**src/uart_flags_pkg.sv**
```systemverilog
package uart_flags_pkg;
    // Register byte addresses
    localparam logic [3:0] data_ofs = 4'h0;
    localparam logic [3:0] status_ofs = 4'h4;
    localparam logic [3:0] mode_ofs = 4'h8;
    localparam logic [3:0] iosvc_ofs = 4'hC;
    // Status word field positions
    localparam int parity_err_pos = 7;
    localparam int overrun_err_pos = 6;
    localparam int framing_err_pos = 5;
    localparam int rx_full_pos = 4;
    localparam int tx_empty_pos = 3;
    localparam int rx_irq_en_pos = 1;
    localparam int tx_irq_en_pos = 0;
    localparam int err_clear_pos = 8;
    // Mode word field positions
    localparam int cs_pos = 0;
    localparam int md_pos = 4;
    // Operating modes
    localparam logic [1:0] mode_async = 2'h0;
    localparam logic [1:0] mode_multi = 2'h1;
    localparam logic [1:0] mode_sync = 2'h2;
    // Clock source codes
    localparam logic [2:0] cs_max_gen = 3'h4;
    localparam logic [2:0] cs_timer = 3'h6;
    localparam logic [2:0] cs_ext = 3'h7;
    // Divider ratios
    localparam logic [5:0] timer_div_sync = 6'h02;
    localparam logic [5:0] timer_div_async = 6'h20;
    localparam logic [5:0] ext_div_async = 6'h10;
    // Reset values
    localparam logic [2:0] cs_rst = 3'h0;
    localparam logic [1:0] mode_rst = 2'h0;
    localparam logic [7:0] rdata_rst = 8'h00;
    localparam logic [7:0] tdata_rst = 8'h00;
    // Largest external clock frequency in MHz
    localparam int ext_clk_max_mhz = 2;

    typedef struct packed {
        logic done;
        logic par_err;
        logic ovr_err;
        logic frm_err;
        logic [7:0] data;
    } rx_event_type;

    typedef struct packed {
        logic [7:0] rx_data_buffer;
        logic [7:0] tx_data_buffer;
        logic rx_full_flag;
        logic tx_empty_flag;
        logic parity_err_flag;
        logic overrun_err_flag;
        logic framing_err_flag;
        logic rx_irq_enable;
        logic tx_irq_enable;
        logic [2:0] clock_source_field;
        logic [1:0] mode;
        logic iosvc_active;
        logic [5:0] div_cnt;
        logic [4:0] gen_cnt;
        logic tmr_q;
        logic ext_q;
        logic bit_clk_en;
        logic [31:0] rdata;
        logic rvalid;
    } state_type;
endpackage : uart_flags_pkg

```
**src/uart_irq_flags_baud_select.sv**
```systemverilog
`timescale 1ns/1ps
module uart_irq_flags_baud_select (
    input wire logic mclk,
    input wire logic rst,
    input wire logic [3:0] address,
    input wire logic read,
    input wire logic write,
    input wire logic [31:0] writedata,
    output logic [31:0] readdata,
    output logic waitrequest,
    input wire uart_flags_pkg::rx_event_type rx_event,
    input wire logic tx_load,
    input wire logic prescaler_tick,
    input wire logic timer_underflow,
    input wire logic ext_serial_clock_pin,
    output logic [7:0] tx_data,
    output logic bit_clk_en,
    output logic invalid_data,
    output logic rx_irq,
    output logic tx_irq,
    output logic iosvc_start,
    output logic iosvc_active
);
    uart_flags_pkg::state_type s_ff;
    uart_flags_pkg::state_type nxt_s;
    logic rd_acc;
    logic wr_acc;
    logic any_err;
    logic rx_req;
    logic tx_req;

    ////////////////////////////////////////////////////////////////////////
    // Bus access and request terms
    assign rd_acc = read && !s_ff.rvalid;
    assign wr_acc = write;
    assign waitrequest = read && !s_ff.rvalid;
    assign readdata = s_ff.rdata;
    assign any_err = s_ff.parity_err_flag | s_ff.overrun_err_flag | s_ff.framing_err_flag;
    assign rx_req = s_ff.rx_irq_enable && (s_ff.rx_full_flag || any_err);
    assign tx_req = s_ff.tx_irq_enable && s_ff.tx_empty_flag;
    assign rx_irq = rx_req;
    assign tx_irq = tx_req;
    assign invalid_data = any_err;
    assign tx_data = s_ff.tx_data_buffer;
    assign bit_clk_en = s_ff.bit_clk_en;
    assign iosvc_active = s_ff.iosvc_active;
    assign iosvc_start = (rx_req || tx_req) && !s_ff.iosvc_active && !any_err;

    ////////////////////////////////////////////////////////////////////////
    // Next state
    always_comb begin
        logic [5:0] ratio;
        logic src_tick;
        logic [4:0] gen_lim;
        ratio = 6'h01;
        src_tick = 1'b0;
        gen_lim = 5'h00;
        nxt_s = s_ff;
        nxt_s.rvalid = 1'b0;
        nxt_s.bit_clk_en = 1'b0;
        nxt_s.tmr_q = timer_underflow;
        nxt_s.ext_q = ext_serial_clock_pin;
        // Receive side
        if (rx_event.done) begin
            nxt_s.rx_data_buffer = rx_event.data;
            nxt_s.rx_full_flag = 1'b1;
            nxt_s.overrun_err_flag = s_ff.overrun_err_flag | rx_event.ovr_err | s_ff.rx_full_flag;
            if (s_ff.mode != uart_flags_pkg::mode_sync) begin
                nxt_s.framing_err_flag = s_ff.framing_err_flag | rx_event.frm_err;
            end
            if (s_ff.mode == uart_flags_pkg::mode_async) begin
                nxt_s.parity_err_flag = s_ff.parity_err_flag | rx_event.par_err;
            end
        end
        // Transmit side
        if (tx_load) begin
            nxt_s.tx_empty_flag = 1'b1;
        end
        // Register reads
        if (rd_acc) begin
            nxt_s.rvalid = 1'b1;
            nxt_s.rdata = 32'h0000_0000;
            case (address)
                uart_flags_pkg::data_ofs: begin
                    nxt_s.rdata[7:0] = s_ff.rx_data_buffer;
                    if (!rx_event.done) begin
                        nxt_s.rx_full_flag = 1'b0;
                    end
                end
                uart_flags_pkg::status_ofs: begin
                    nxt_s.rdata[uart_flags_pkg::parity_err_pos] = s_ff.parity_err_flag;
                    nxt_s.rdata[uart_flags_pkg::overrun_err_pos] = s_ff.overrun_err_flag;
                    nxt_s.rdata[uart_flags_pkg::framing_err_pos] = s_ff.framing_err_flag;
                    nxt_s.rdata[uart_flags_pkg::rx_full_pos] = s_ff.rx_full_flag;
                    nxt_s.rdata[uart_flags_pkg::tx_empty_pos] = s_ff.tx_empty_flag;
                    nxt_s.rdata[uart_flags_pkg::rx_irq_en_pos] = s_ff.rx_irq_enable;
                    nxt_s.rdata[uart_flags_pkg::tx_irq_en_pos] = s_ff.tx_irq_enable;
                    nxt_s.rdata[uart_flags_pkg::err_clear_pos] = 1'b1;
                end
                uart_flags_pkg::mode_ofs: begin
                    nxt_s.rdata[uart_flags_pkg::cs_pos +: 3] = s_ff.clock_source_field;
                    nxt_s.rdata[uart_flags_pkg::md_pos +: 2] = s_ff.mode;
                end
                uart_flags_pkg::iosvc_ofs: begin
                    nxt_s.rdata[0] = s_ff.iosvc_active;
                end
                default: begin
                    nxt_s.rdata = 32'h0000_0000;
                end
            endcase
        end
        // Register writes
        if (wr_acc) begin
            case (address)
                uart_flags_pkg::data_ofs: begin
                    nxt_s.tx_data_buffer = writedata[7:0];
                    if (!tx_load) begin
                        nxt_s.tx_empty_flag = 1'b0;
                    end
                end
                uart_flags_pkg::status_ofs: begin
                    nxt_s.rx_irq_enable = writedata[uart_flags_pkg::rx_irq_en_pos];
                    nxt_s.tx_irq_enable = writedata[uart_flags_pkg::tx_irq_en_pos];
                    if (!writedata[uart_flags_pkg::err_clear_pos] && !rx_event.done) begin
                        nxt_s.parity_err_flag = 1'b0;
                        nxt_s.overrun_err_flag = 1'b0;
                        nxt_s.framing_err_flag = 1'b0;
                    end
                end
                uart_flags_pkg::mode_ofs: begin
                    nxt_s.clock_source_field = writedata[uart_flags_pkg::cs_pos +: 3];
                    nxt_s.mode = writedata[uart_flags_pkg::md_pos +: 2];
                end
                uart_flags_pkg::iosvc_ofs: begin
                    nxt_s.iosvc_active = writedata[0] && !any_err;
                end
                default: begin
                end
            endcase
        end
        // Intelligent io service
        if (iosvc_start) begin
            nxt_s.iosvc_active = 1'b1;
        end
        if (any_err) begin
            nxt_s.iosvc_active = 1'b0;
        end
        // Bit clock selection
        if (s_ff.clock_source_field == uart_flags_pkg::cs_timer) begin
            src_tick = timer_underflow && !s_ff.tmr_q;
            ratio = (s_ff.mode == uart_flags_pkg::mode_sync) ? uart_flags_pkg::timer_div_sync
                                                              : uart_flags_pkg::timer_div_async;
        end else if (s_ff.clock_source_field == uart_flags_pkg::cs_ext) begin
            src_tick = ext_serial_clock_pin && !s_ff.ext_q;
            ratio = (s_ff.mode == uart_flags_pkg::mode_sync) ? 6'h01 : uart_flags_pkg::ext_div_async;
        end else if (s_ff.clock_source_field <= uart_flags_pkg::cs_max_gen) begin
            gen_lim = 5'((6'h02 << s_ff.clock_source_field) - 6'h01);
            if (prescaler_tick) begin
                if (s_ff.gen_cnt >= gen_lim) begin
                    nxt_s.gen_cnt = 5'h00;
                    src_tick = 1'b1;
                end else begin
                    nxt_s.gen_cnt = s_ff.gen_cnt + 5'h01;
                end
            end
        end
        if (src_tick) begin
            if (s_ff.div_cnt + 6'h01 >= ratio) begin
                nxt_s.div_cnt = 6'h00;
                nxt_s.bit_clk_en = 1'b1;
            end else begin
                nxt_s.div_cnt = s_ff.div_cnt + 6'h01;
            end
        end
    end

    ////////////////////////////////////////////////////////////////////////
    // State register
    always_ff @(posedge mclk or posedge rst) begin
        if (rst) begin
            s_ff <= '0;
            s_ff.tx_empty_flag <= 1'b1;
            s_ff.clock_source_field <= uart_flags_pkg::cs_rst;
            s_ff.mode <= uart_flags_pkg::mode_rst;
            s_ff.rx_data_buffer <= uart_flags_pkg::rdata_rst;
            s_ff.tx_data_buffer <= uart_flags_pkg::tdata_rst;
        end else begin
            s_ff <= nxt_s;
        end
    end
endmodule : uart_irq_flags_baud_select

```
**config.mk**
```make
export PLATFORM = sky130hd
export DESIGN_NAME = uart_irq_flags_baud_select
export DESIGN_NICKNAME = d
export VERILOG_FILES = /design/src/uart_flags_pkg.sv /design/src/uart_irq_flags_baud_select.sv
export SDC_FILE = /design/constraint.sdc
export NUM_CORES = 1
export LEC_CHECK = 0
export BUFFER_PORTS_ARGS = -buffer_cell sky130_fd_sc_hd__buf_2
export CAP_MARGIN = 20
export CORE_MARGIN = 3
export CORE_UTILIZATION = 50
export CTS_CLUSTER_DIAMETER = 30
export CTS_CLUSTER_SIZE = 16
export DETAILED_ROUTE_END_ITERATION = 8
export PLACE_DENSITY = 0.8
export RECOVER_POWER = 100
export SETUP_SLACK_MARGIN = 0.2
export SLEW_MARGIN = 10
export SYNTH_ARGS = -nofsm -noshare
export SYNTH_HDL_FRONTEND = slang
export SYNTH_SLANG_ARGS = --single-unit
```
**constraint.sdc**
```tcl
create_clock -name mclk -period 6.95 [get_ports mclk]
set_input_delay 1.39 -clock mclk [delete_from_list [all_inputs] [get_ports mclk]]
set_output_delay 1.39 -clock mclk [all_outputs]
set_load 0.05 [all_outputs]
```
After elaboration in Yosys (flattened, before gate mapping)
Cells that the tools add are included.
W data, S select, Z words.
{"block": "classes", "addsub": 3, "n_lt_le_gt_ge": 3, "eq_ne": 7, "shifts": 1, "n_mux": 38, "bitwise_logic": 8, "n_reduce_logical": 27}
{"operator": "$mux W5", "n": 5}
{"operator": "$mux W1", "n": 21}
{"operator": "$mux W6", "n": 3}
{"operator": "$mux W12", "n": 1}
{"operator": "$logic_and A1 B1 Y1", "n": 9}
{"operator": "$eq A4 B4 Y1 const B", "n": 2}
{"operator": "$reduce_and A2 Y1", "n": 4}
{"operator": "$logic_not A1 Y1", "n": 7}
{"operator": "$add A6 B1 Y6 const B", "n": 1}
{"operator": "$eq A3 B3 Y1 const B", "n": 2}
{"operator": "$ge A6 B6 Y1", "n": 1}
{"operator": "$mux W3", "n": 2}
{"operator": "$or A1 B1 Y1", "n": 6}
{"operator": "$pmux W2 S3", "n": 1}
{"operator": "$reduce_bool A3 Y1", "n": 2}
{"operator": "$add A5 B1 Y5 const B", "n": 1}
{"operator": "$ge A5 B5 Y1", "n": 1}
{"operator": "$shl A2 B3 Y5 const A", "n": 1}
{"operator": "$sub A5 B1 Y5 const B", "n": 1}
{"operator": "$eq A4 B3 Y1 const B", "n": 1}
{"operator": "$logic_not A4 Y1", "n": 1}
{"operator": "$pmux W1 S2", "n": 2}
{"operator": "$pmux W1 S4", "n": 1}
{"operator": "$pmux W2 S2", "n": 1}
{"operator": "other kinds (8)", "n": 10}
{"block": "totals", "regBits": 53, "inputBits": 56, "output_inout_bits": 47, "word_cells": 106}

Depth between registers and ports, before layout
Gate-level depths: netlist (run 1).
{"block": "depth", "depth_word": 9, "mapped_depth": 9, "depth_no_buf": 9}

Worst setup path before layout (run 1)
OpenSTA, ideal clock, no wires.
{"block": "synth_path", "path_kind": "reg2out", "startpoint": "register s_ff[55] in the netlist's numbering", "endpoint": "output iosvc_start", "arrival_ns": 2.199, "t_required_ns": 5.560, "slack_ns": 3.361, "stages_incl_launch_ff": 3, "path_buffers": 0, "path_cell_list": "dfrtp_1 or3_1 nor3_1"}
{"block": "synth_between", "elab_chain_len": 6, "word_cells_on_any_way": 7, "cone_classes": "1 x bitwise; 6 x reduce/logical"}
{"element": "from (decl)", "line_no": "uart_irq_flags_baud_select.sv:24", "text": "uart_flags_pkg::state_type s_ff;"}
{"element": "from (signal assigned)", "line_no": "uart_irq_flags_baud_select.sv:188", "text": "s_ff <= nxt_s;"}
{"element": "$or A1 B1 Y1 (*)", "line_no": "uart_irq_flags_baud_select.sv:38", "text": "assign any_err = s_ff.parity_err_flag | s_ff.overrun_err_flag | s_ff.framing_err_flag;"}
{"element": "named net invalid_data", "line_no": "uart_irq_flags_baud_select.sv:18", "text": "output logic invalid_data,"}
{"element": "$logic_or A1 B1 Y1", "line_no": "uart_irq_flags_baud_select.sv:39", "text": "assign rx_req = s_ff.rx_irq_enable && (s_ff.rx_full_flag || any_err);"}
{"element": "$logic_and A1 B1 Y1", "line_no": "uart_irq_flags_baud_select.sv:39"}
{"element": "$logic_or A1 B1 Y1", "line_no": "uart_irq_flags_baud_select.sv:47", "text": "assign iosvc_start = (rx_req || tx_req) && !s_ff.iosvc_active && !any_err;"}
{"element": "$logic_and A1 B1 Y1", "line_no": "uart_irq_flags_baud_select.sv:47"}
{"element": "$logic_and A1 B1 Y1 (*)", "line_no": "uart_irq_flags_baud_select.sv:47"}
{"element": "to (decl)", "line_no": "uart_irq_flags_baud_select.sv:21", "text": "output logic iosvc_start,"}
The timed path passes the listed nets; every way through them passes the cells marked *.

Worst setup path after layout (run 1)
{"block": "layout_path", "startpoint": "input read", "endpoint": "output waitrequest"}
{"block": "layout_between", "elab_chain_len": 1}
{"element": "from (decl)", "line_no": "uart_irq_flags_baud_select.sv:6", "text": "input wire logic read,"}
{"element": "$logic_and A1 B1 Y1", "line_no": "uart_irq_flags_baud_select.sv:36", "text": "assign waitrequest = read && !s_ff.rvalid;"}
{"element": "to (decl)", "line_no": "uart_irq_flags_baud_select.sv:10", "text": "output logic waitrequest,"}
Every way passes these cells.

==> results.txt, run 1 <==
----------------------------------------------------
[Run status]
  Status ... complete, but fails checks
  Failing checks ... max-capacitance violations, max-slew violations

[GRT]
  Number of global-route vias before repair ... ~1800
  Number of antenna violations at the first check in global routing ... 0
  Largest net degree at the start of global routing ... between 50 and 60
  Global-route wire length before repair ... between 8 and 9 mm
  All-Layer GR Usage ... 16.7%
  Sum of overflow across all layers after global routing ... 0

[Worst hold path]
  Worst Hold Class ... reg -> reg
  Worst hold path depth ... 2

[Power]
  Switching share of total power ... 39.0%
  Total power density per cell area ... 302 nW/um^2
  Cell internal pwr ... 0.569 mW
  Power spent charging and discharging nets ... between 0.3 and 0.4 mW
  Worst VDD drop ... 0.166 mV
  Clock share of power ... 22.6%
  Leakage power of the design ... 1.44 nW
  Portion of total power attributed to sequential cells ... 44.3%
  Total power consumption of the routed design ... 0.932 mW
  Combinational fraction of design power ... 33.2%

[Logic synthesis]
  Leading cell types by total area after synthesis ... dfrtp_1 44%, buf_4 10%, mux2_2 8.8%
  Number of distinct library cell variants in the gate-level netlist after synthesis ... 52
  Yosys warning total ... 0
  Synth Cell Area ... a little under 3000 um^2
  Flop and latch count out of synthesis ... 53
  Number of cells produced by synthesis ... around 270
  Post-synth top area share ... between 40% and 50%
  Area leader, netlist ... dfrtp_1
  Post-synthesis area per instance ... ~11 um^2
  Fraction of registers with async set or reset after synthesis ... between 90% and 100%
  Number of synthesized flops with an enable pin ... 0
  Top FF cell, synth ... dfrtp_1
  Register area share after synthesis ... between 40% and 50%

[Placement]
  Cell area after placement ... 3060 um^2
  Detail Placement HPWL ... 4.23 mm
  Cells after DPL ... 377
  Weighted congestion reported at the end of routability-driven placement ... ~0.79
  Post-place setup slack ... 3.31 ns
  Port Buffer Count ... 56

[Clock network]
  Source-to-sink clock delay at the later pin of the worst-skew pair ... 0.31 ns
  Clock sink count ... 53
  Clock H-tree levels ... 2
  Root Buffer Master ... clkbuf_8
  TritonCTS clock tree ... built
  Total clock buffers created by CTS ... 5
  Clock transition at the registers of the reported paths ... 0.09 ns
  Post-CTS setup buffer count ... 0
  Number of instances resized during post-cts repair ... 0
  Maximum buffer depth of the clock tree ... 2
  Number of hold buffers added after cts ... 0

[Job]
  Max-capacitance violation count ... 1

[Route]
  Total detailed-routing wirelength ... around 5.5 mm
  Violation count after the first detailed-routing iteration ... 109
  Antenna violation net count after detailed routing ... 0
  Vias per cell ... 5.22
  Count of TritonRoute iterations in the first routing pass ... 5
  Average detailed-routed wire length per instance ... about 14 um
  Drt drc ... 0
  Total number of vias ... 2014

[Floorplan]
  Standard-cell rows ... 27
  Full die area ... 6840 um^2
  # IOs ... 103
  Height of the die ... 82.7 um
  Die Wd ... 82.7 um
  Starting density of the core ... 52.5%
  CORE AREA ... 5610 um^2

[Timing]
  Final critical-path required period ... 3.84 ns
  Final worst-path cycle share ... 55.2%
  Maximum operating frequency ... approximately 260 MHz
  Remaining max-slew budget at the tightest pin ... -3.67%
  Worst hold margin ... 0.484 ns
  Number of setup violations in the final report ... 0
  Post-route worst setup slack ... 3.11 ns
  Max Slew Vio Count ... 30
  Endpoints failing hold ... 0
  Fin Setup TNS ... 0 ns
  Transition time at the pin with the least slew margin ... 1.56 ns
  Worst clock skew ... approximately 0.0056 ns
  RSZ-0062 raised after global routing ... no

[Finish]
  Final instance area ... 3080 um^2
  Fraction of final layout cells with drive strength greater than 1 ... 19.7%
  Antenna diodes ... 0
  Fin util ... between 50% and 60%
  Number of nets in the finished design ... 379
  Most frequent cells in the layout ... 52 x dfrtp_1, 32 x clkbuf_1, 30 x nand2_1
  Leading cell type in the layout, fill and taps excluded ... dfrtp_1
  Filler-free cell count of the finished design ... 386
  Layout Area Growth over Synthesis ... 4.81%

[Setup path]
  Type of the setup path with the least slack ... in -> out
  Max FO, Critical Path ... 13
  Worst Setup End Kind ... output pin
  Stages on the worst setup path ... 4
  Cell class contributing the biggest share of worst-path delay ... buffers and inverters
  Data required time of the worst path ... roughly 5.6 ns
  Delay contributed by the slowest stage of the critical path ... 0.50 ns
  Startpoint type of the worst setup path ... primary input
  Cell breakdown of the critical path ... buf_2 -> nand2b_1 -> inv_1 -> clkbuf_1
  Slowest CP cell ... clkbuf_1
  Number of cell instances on the worst register-to-register path ... 8
  Worst path arrival time ... 2.45 ns
  Critical path buffers and inverters ... 3

----------------------------------------------------
## cells in the mapped netlist (2+ instances only)
cell type,n
xor2_1,4
o31ai_1,4
nor3_1,4
nand2_1,29
nand4_1,3
a21o_1,2
dfrtp_1,52
buf_4,40
a21oi_1,8
o21ai_0,15
inv_1,7
o21ai_2,2
ha_1,10
mux2_2,23
a22o_1,3
mux2i_1,8
a31oi_1,2
nand3b_1,2
and2_1,2
buf_2,2
nand3_1,7
nand2b_1,5
nor2b_1,2
nor2_1,9
## worst reg2reg max path, cell delays in order, from the launching register on
cell      delay (ns)
dfrtp_1         0.49
and3b_1         0.27
a21oi_1         0.15
ha_1            0.24
nand2b_1        0.14
a2111o_1        0.40
o21ai_0         0.47
o21ai_0         0.34
o311ai_0        0.39
## registers in the layout, indices dropped and copies added, names as in the netlist
register and count:
iosvc_active 1, bit_clk_en 1, tx_data 8, s_ff 34
readdata 9
## cell families after synthesis
family	after synthesis	synth area share [%]
AND/OR/NAND/NOR	74	13.4
multiplexers	32	12.3
flip-flops	53	45.1
other	1	0.127
XOR/XNOR	5	1.49
AO/OA/AOI/OAI	45	11.0
buffers and inverters	53	12.2
adder cells (fa/ha/maj)	10	4.25
## power groups by stage
stage	clock, mW	sequential [mW]	combinational, mW
6_report	0.210	0.412	0.309
5_1_grt	0.229	0.421	0.340
4_1_cts	0.216	0.411	0.339
3_5_place_dp	0	0.418	0.338
3_3_place_gp	0	0.414	0.328
2_1_floorplan	0	0.407	0.306
## path summary, 6_finish.rpt
check | slack [ns] | end | from
max | 3.11 | waitrequest | read
min | 0.48 | readdata[6]$_DFFE_PP0P_ | readdata[6]$_DFFE_PP0P_
max reg2reg | 3.96 | s_ff[44]$_DFFE_PP0P_ | s_ff[52]$_DFFE_PP0P_
min reg2reg | 0.48 | readdata[6]$_DFFE_PP0P_ | readdata[6]$_DFFE_PP0P_
max in group asynchronous | 3.76 | iosvc_active$_DFFE_PP0P_ | rst
min in group asynchronous | 1.26 | readdata[2]$_DFFE_PP0P_ | rst
## layout make-up
cell class,count,area (um^2)
fill,524,2520
timing repair buffer,57,246
clock inverter,2,38.8
multi-input combinational,189,1280
clock buffer,6,72.6
sequential,53,1330
tap,72,90.1
inverter,7,26.3
## metal layers
| metal | vias to the layer above | wire [um] | track usage (%) |
|---|---|---|---|
| li1 | 964 | - | - |
| met1 | 971 | 2500 | 22.7 |
| met2 | 73 | 2550 | 26.5 |
| met3 | 6 | 381 | 3.80 |
| met4 | 0 | 77 | 5.39 |
| met5 | - | 0 | 0 |
Power figures use the tool's default switching activity.
==> inputs of run 2 (changes only) <==
--- a/config.mk
+++ b/config.mk
@@ -8,11 +8,11 @@
 export BUFFER_PORTS_ARGS = -buffer_cell sky130_fd_sc_hd__buf_2
 export CAP_MARGIN = 20
 export CORE_MARGIN = 3
-export CORE_UTILIZATION = 50
+export CORE_UTILIZATION = 45
 export CTS_CLUSTER_DIAMETER = 30
 export CTS_CLUSTER_SIZE = 16
 export DETAILED_ROUTE_END_ITERATION = 8
-export PLACE_DENSITY = 0.8
+export PLACE_DENSITY = 0.76
 export RECOVER_POWER = 100
 export SETUP_SLACK_MARGIN = 0.2
 export SLEW_MARGIN = 10
==> constraint.sdc (replaced) <==
create_clock -name mclk -period 3.1 [get_ports mclk]
set_input_delay 0.62 -clock mclk [delete_from_list [all_inputs] [get_ports mclk]]
set_output_delay 0.62 -clock mclk [all_outputs]
set_load 0.05 [all_outputs]
==> results.txt, run 2 (synthesized netlist as in run 1, its figures left out) <==
----------------------------------------------------
[Run status]
  Status ... finished, final reports clean

[Clock network]
  Number of hold buffers added after cts ... 0
  Clock transition at the registers of the reported paths ... 0.10 ns
  Post-CTS setup buffer count ... 0
  Number of instances resized during post-cts repair ... 0
  Clock H-tree levels ... 2
  Root Buffer Master ... clkbuf_8
  Maximum buffer depth of the clock tree ... 2
  Total clock buffers created by CTS ... 5
  Clock sink count ... 53
  Source-to-sink clock delay at the later pin of the worst-skew pair ... just over 0.3 ns
  TritonCTS clock tree ... built

[Route]
  Vias per cell ... 5.08
  Average detailed-routed wire length per instance ... approximately 14 um
  Antenna violation net count after detailed routing ... 0
  Total number of vias ... 1976
  Count of TritonRoute iterations in the first routing pass ... 4
  Drt drc ... 0
  Violation count after the first detailed-routing iteration ... 100
  Total detailed-routing wirelength ... between 5 and 6 mm

[GRT]
  Sum of overflow across all layers after global routing ... 0
  Number of antenna violations at the first check in global routing ... 0
  Global-route wire length before repair ... ~9 mm
  All-Layer GR Usage ... 15.9%
  Number of global-route vias before repair ... around 1900
  Largest net degree at the start of global routing ... 37

[Setup path]
  Worst flop-to-flop path endpoint ... s_ff[44]$_DFFE_PP0P_
  Type of the setup path with the least slack ... reg -> reg
  Worst path arrival time ... approximately 2.8 ns
  Startpoint type of the worst setup path ... register
  Number of cell instances on the worst register-to-register path ... 8
  Source of the worst register-to-register timing path ... s_ff[50]$_DFFE_PP0P_
  Max FO, Critical Path ... 7
  Reg-to-reg slack, setup ... 0.51 ns
  Data required time of the worst path ... 3.31 ns
  Critical path origin ... s_ff[50]$_DFFE_PP0P_
  Worst Setup End Kind ... register
  Worst setup path endpoint ... s_ff[44]$_DFFE_PP0P_

[Finish]
  Register with the most flip-flops ... s_ff
  Layout Area Growth over Synthesis ... 5.70%
  Filler-free cell count of the finished design ... 389
  Fillers ... 595
  Number of flip-flops under the largest register name ... 34
  Leading cell type in the layout, fill and taps excluded ... dfrtp_1
  Number of nets in the finished design ... around 380
  Antenna diodes ... 0
  Fin util ... 50.7%
  Fraction of final layout cells with drive strength greater than 1 ... 21.3%
  Most frequent cells in the layout ... 52 x dfrtp_1, 30 x nand2_1, 29 x clkbuf_1
  Final instance area ... slightly above 3000 um^2

[Power]
  Total power consumption of the routed design ... 2.12 mW
  Leakage power of the design ... 1.45 nW
  Total power density per cell area ... 681 nW/um^2
  Worst VDD drop ... roughly 0.33 mV

[Floorplan]
  Die Wd ... 86.9 um
  Height of the die ... 86.9 um
  # IOs ... 103
  Full die area ... ~7500 um^2
  Starting density of the core ... 48.0%
  Standard-cell rows ... 28
  CORE AREA ... 6130 um^2

[Placement]
  Port Buffer Count ... 56
  Detail Placement HPWL ... 4.36 mm
  Post-place setup slack ... 0.711 ns
  Weighted congestion reported at the end of routability-driven placement ... 0.782
  Cells after DPL ... 381
  Cell area after placement ... 3070 um^2

[Timing]
  Maximum operating frequency ... 386 MHz
  Endpoints failing hold ... 0
  Number of setup violations in the final report ... 0
  Transition time at the pin with the least slew margin ... 0.878 ns
  Remaining max-slew budget at the tightest pin ... about 41%
  Max Slew Vio Count ... 0
  Worst hold margin ... 0.377 ns
  Post-route worst setup slack ... about 0.51 ns
  Fin Setup TNS ... 0 ns
  Final worst-path cycle share ... 83.6%
  Worst clock skew ... around 0.0082 ns
  Final critical-path required period ... 2.59 ns
  RSZ-0062 raised after global routing ... no

[Worst hold path]
  Worst Hold Class ... in -> async

[Job]
  Max-capacitance violation count ... 0

----------------------------------------------------
## run 2: cell count changes in the layout (fill, tap and decap cells not counted), sizes merged
cell    change
clkbuf      -2
buf         +2
## run 2: cell type report
cell class                      instances  area (um^2)  area share, %
Sequential cell                        53         1330           42.7
Multi-Input combinational cell        189         1300           41.8
Timing Repair Buffer                   57          250           8.05
Tap cell                               75         93.8           3.02
Clock buffer                            6         72.6           2.33
Clock inverter                          2         38.8           1.25
Inverter                                7         26.3          0.845
## run 2: per-layer routing
| metal | vias up | wire length [um] | track usage (%) |
|---|---|---|---|
| met4 | 0 | 130 | 7.51 |
| met3 | 10 | 365 | 2.74 |
| met1 | 925 | 2530 | 22.1 |
| li1 | 967 | - | - |
| met5 | - | 0 | 0 |
| met2 | 74 | 2600 | 24.3 |
## run 2: power by group
part	internal, mW	leakage, nW	switching [mW]
clock	0.243	0.0554	0.234
sequential	0.806	0.656	0.117
combinational	0.243	0.738	0.476
## run 2: worst max-delay path, stage by stage (launching register included)
cell and delay (ns):
dfrtp_1 0.47, and3b_1 0.32, a21oi_1 0.06, ha_1 0.26
nand2b_1 0.14, a2111o_1 0.46, o21ai_4 0.21, o21ai_0 0.26
o311ai_2 0.31
## run 2: worst min path at each step
stage                            start                       to
2_1_floorplan  readdata[0]$_DFFE_PP0P_  readdata[0]$_DFFE_PP0P_
3_3_place_gp   readdata[3]$_DFFE_PP0P_  readdata[3]$_DFFE_PP0P_
3_5_place_dp   readdata[6]$_DFFE_PP0P_  readdata[6]$_DFFE_PP0P_
4_1_cts                            rst       s_ff[35]$_DFF_PP0_
5_1_grt                timer_underflow       s_ff[35]$_DFF_PP0_
6_report                           rst       s_ff[35]$_DFF_PP0_
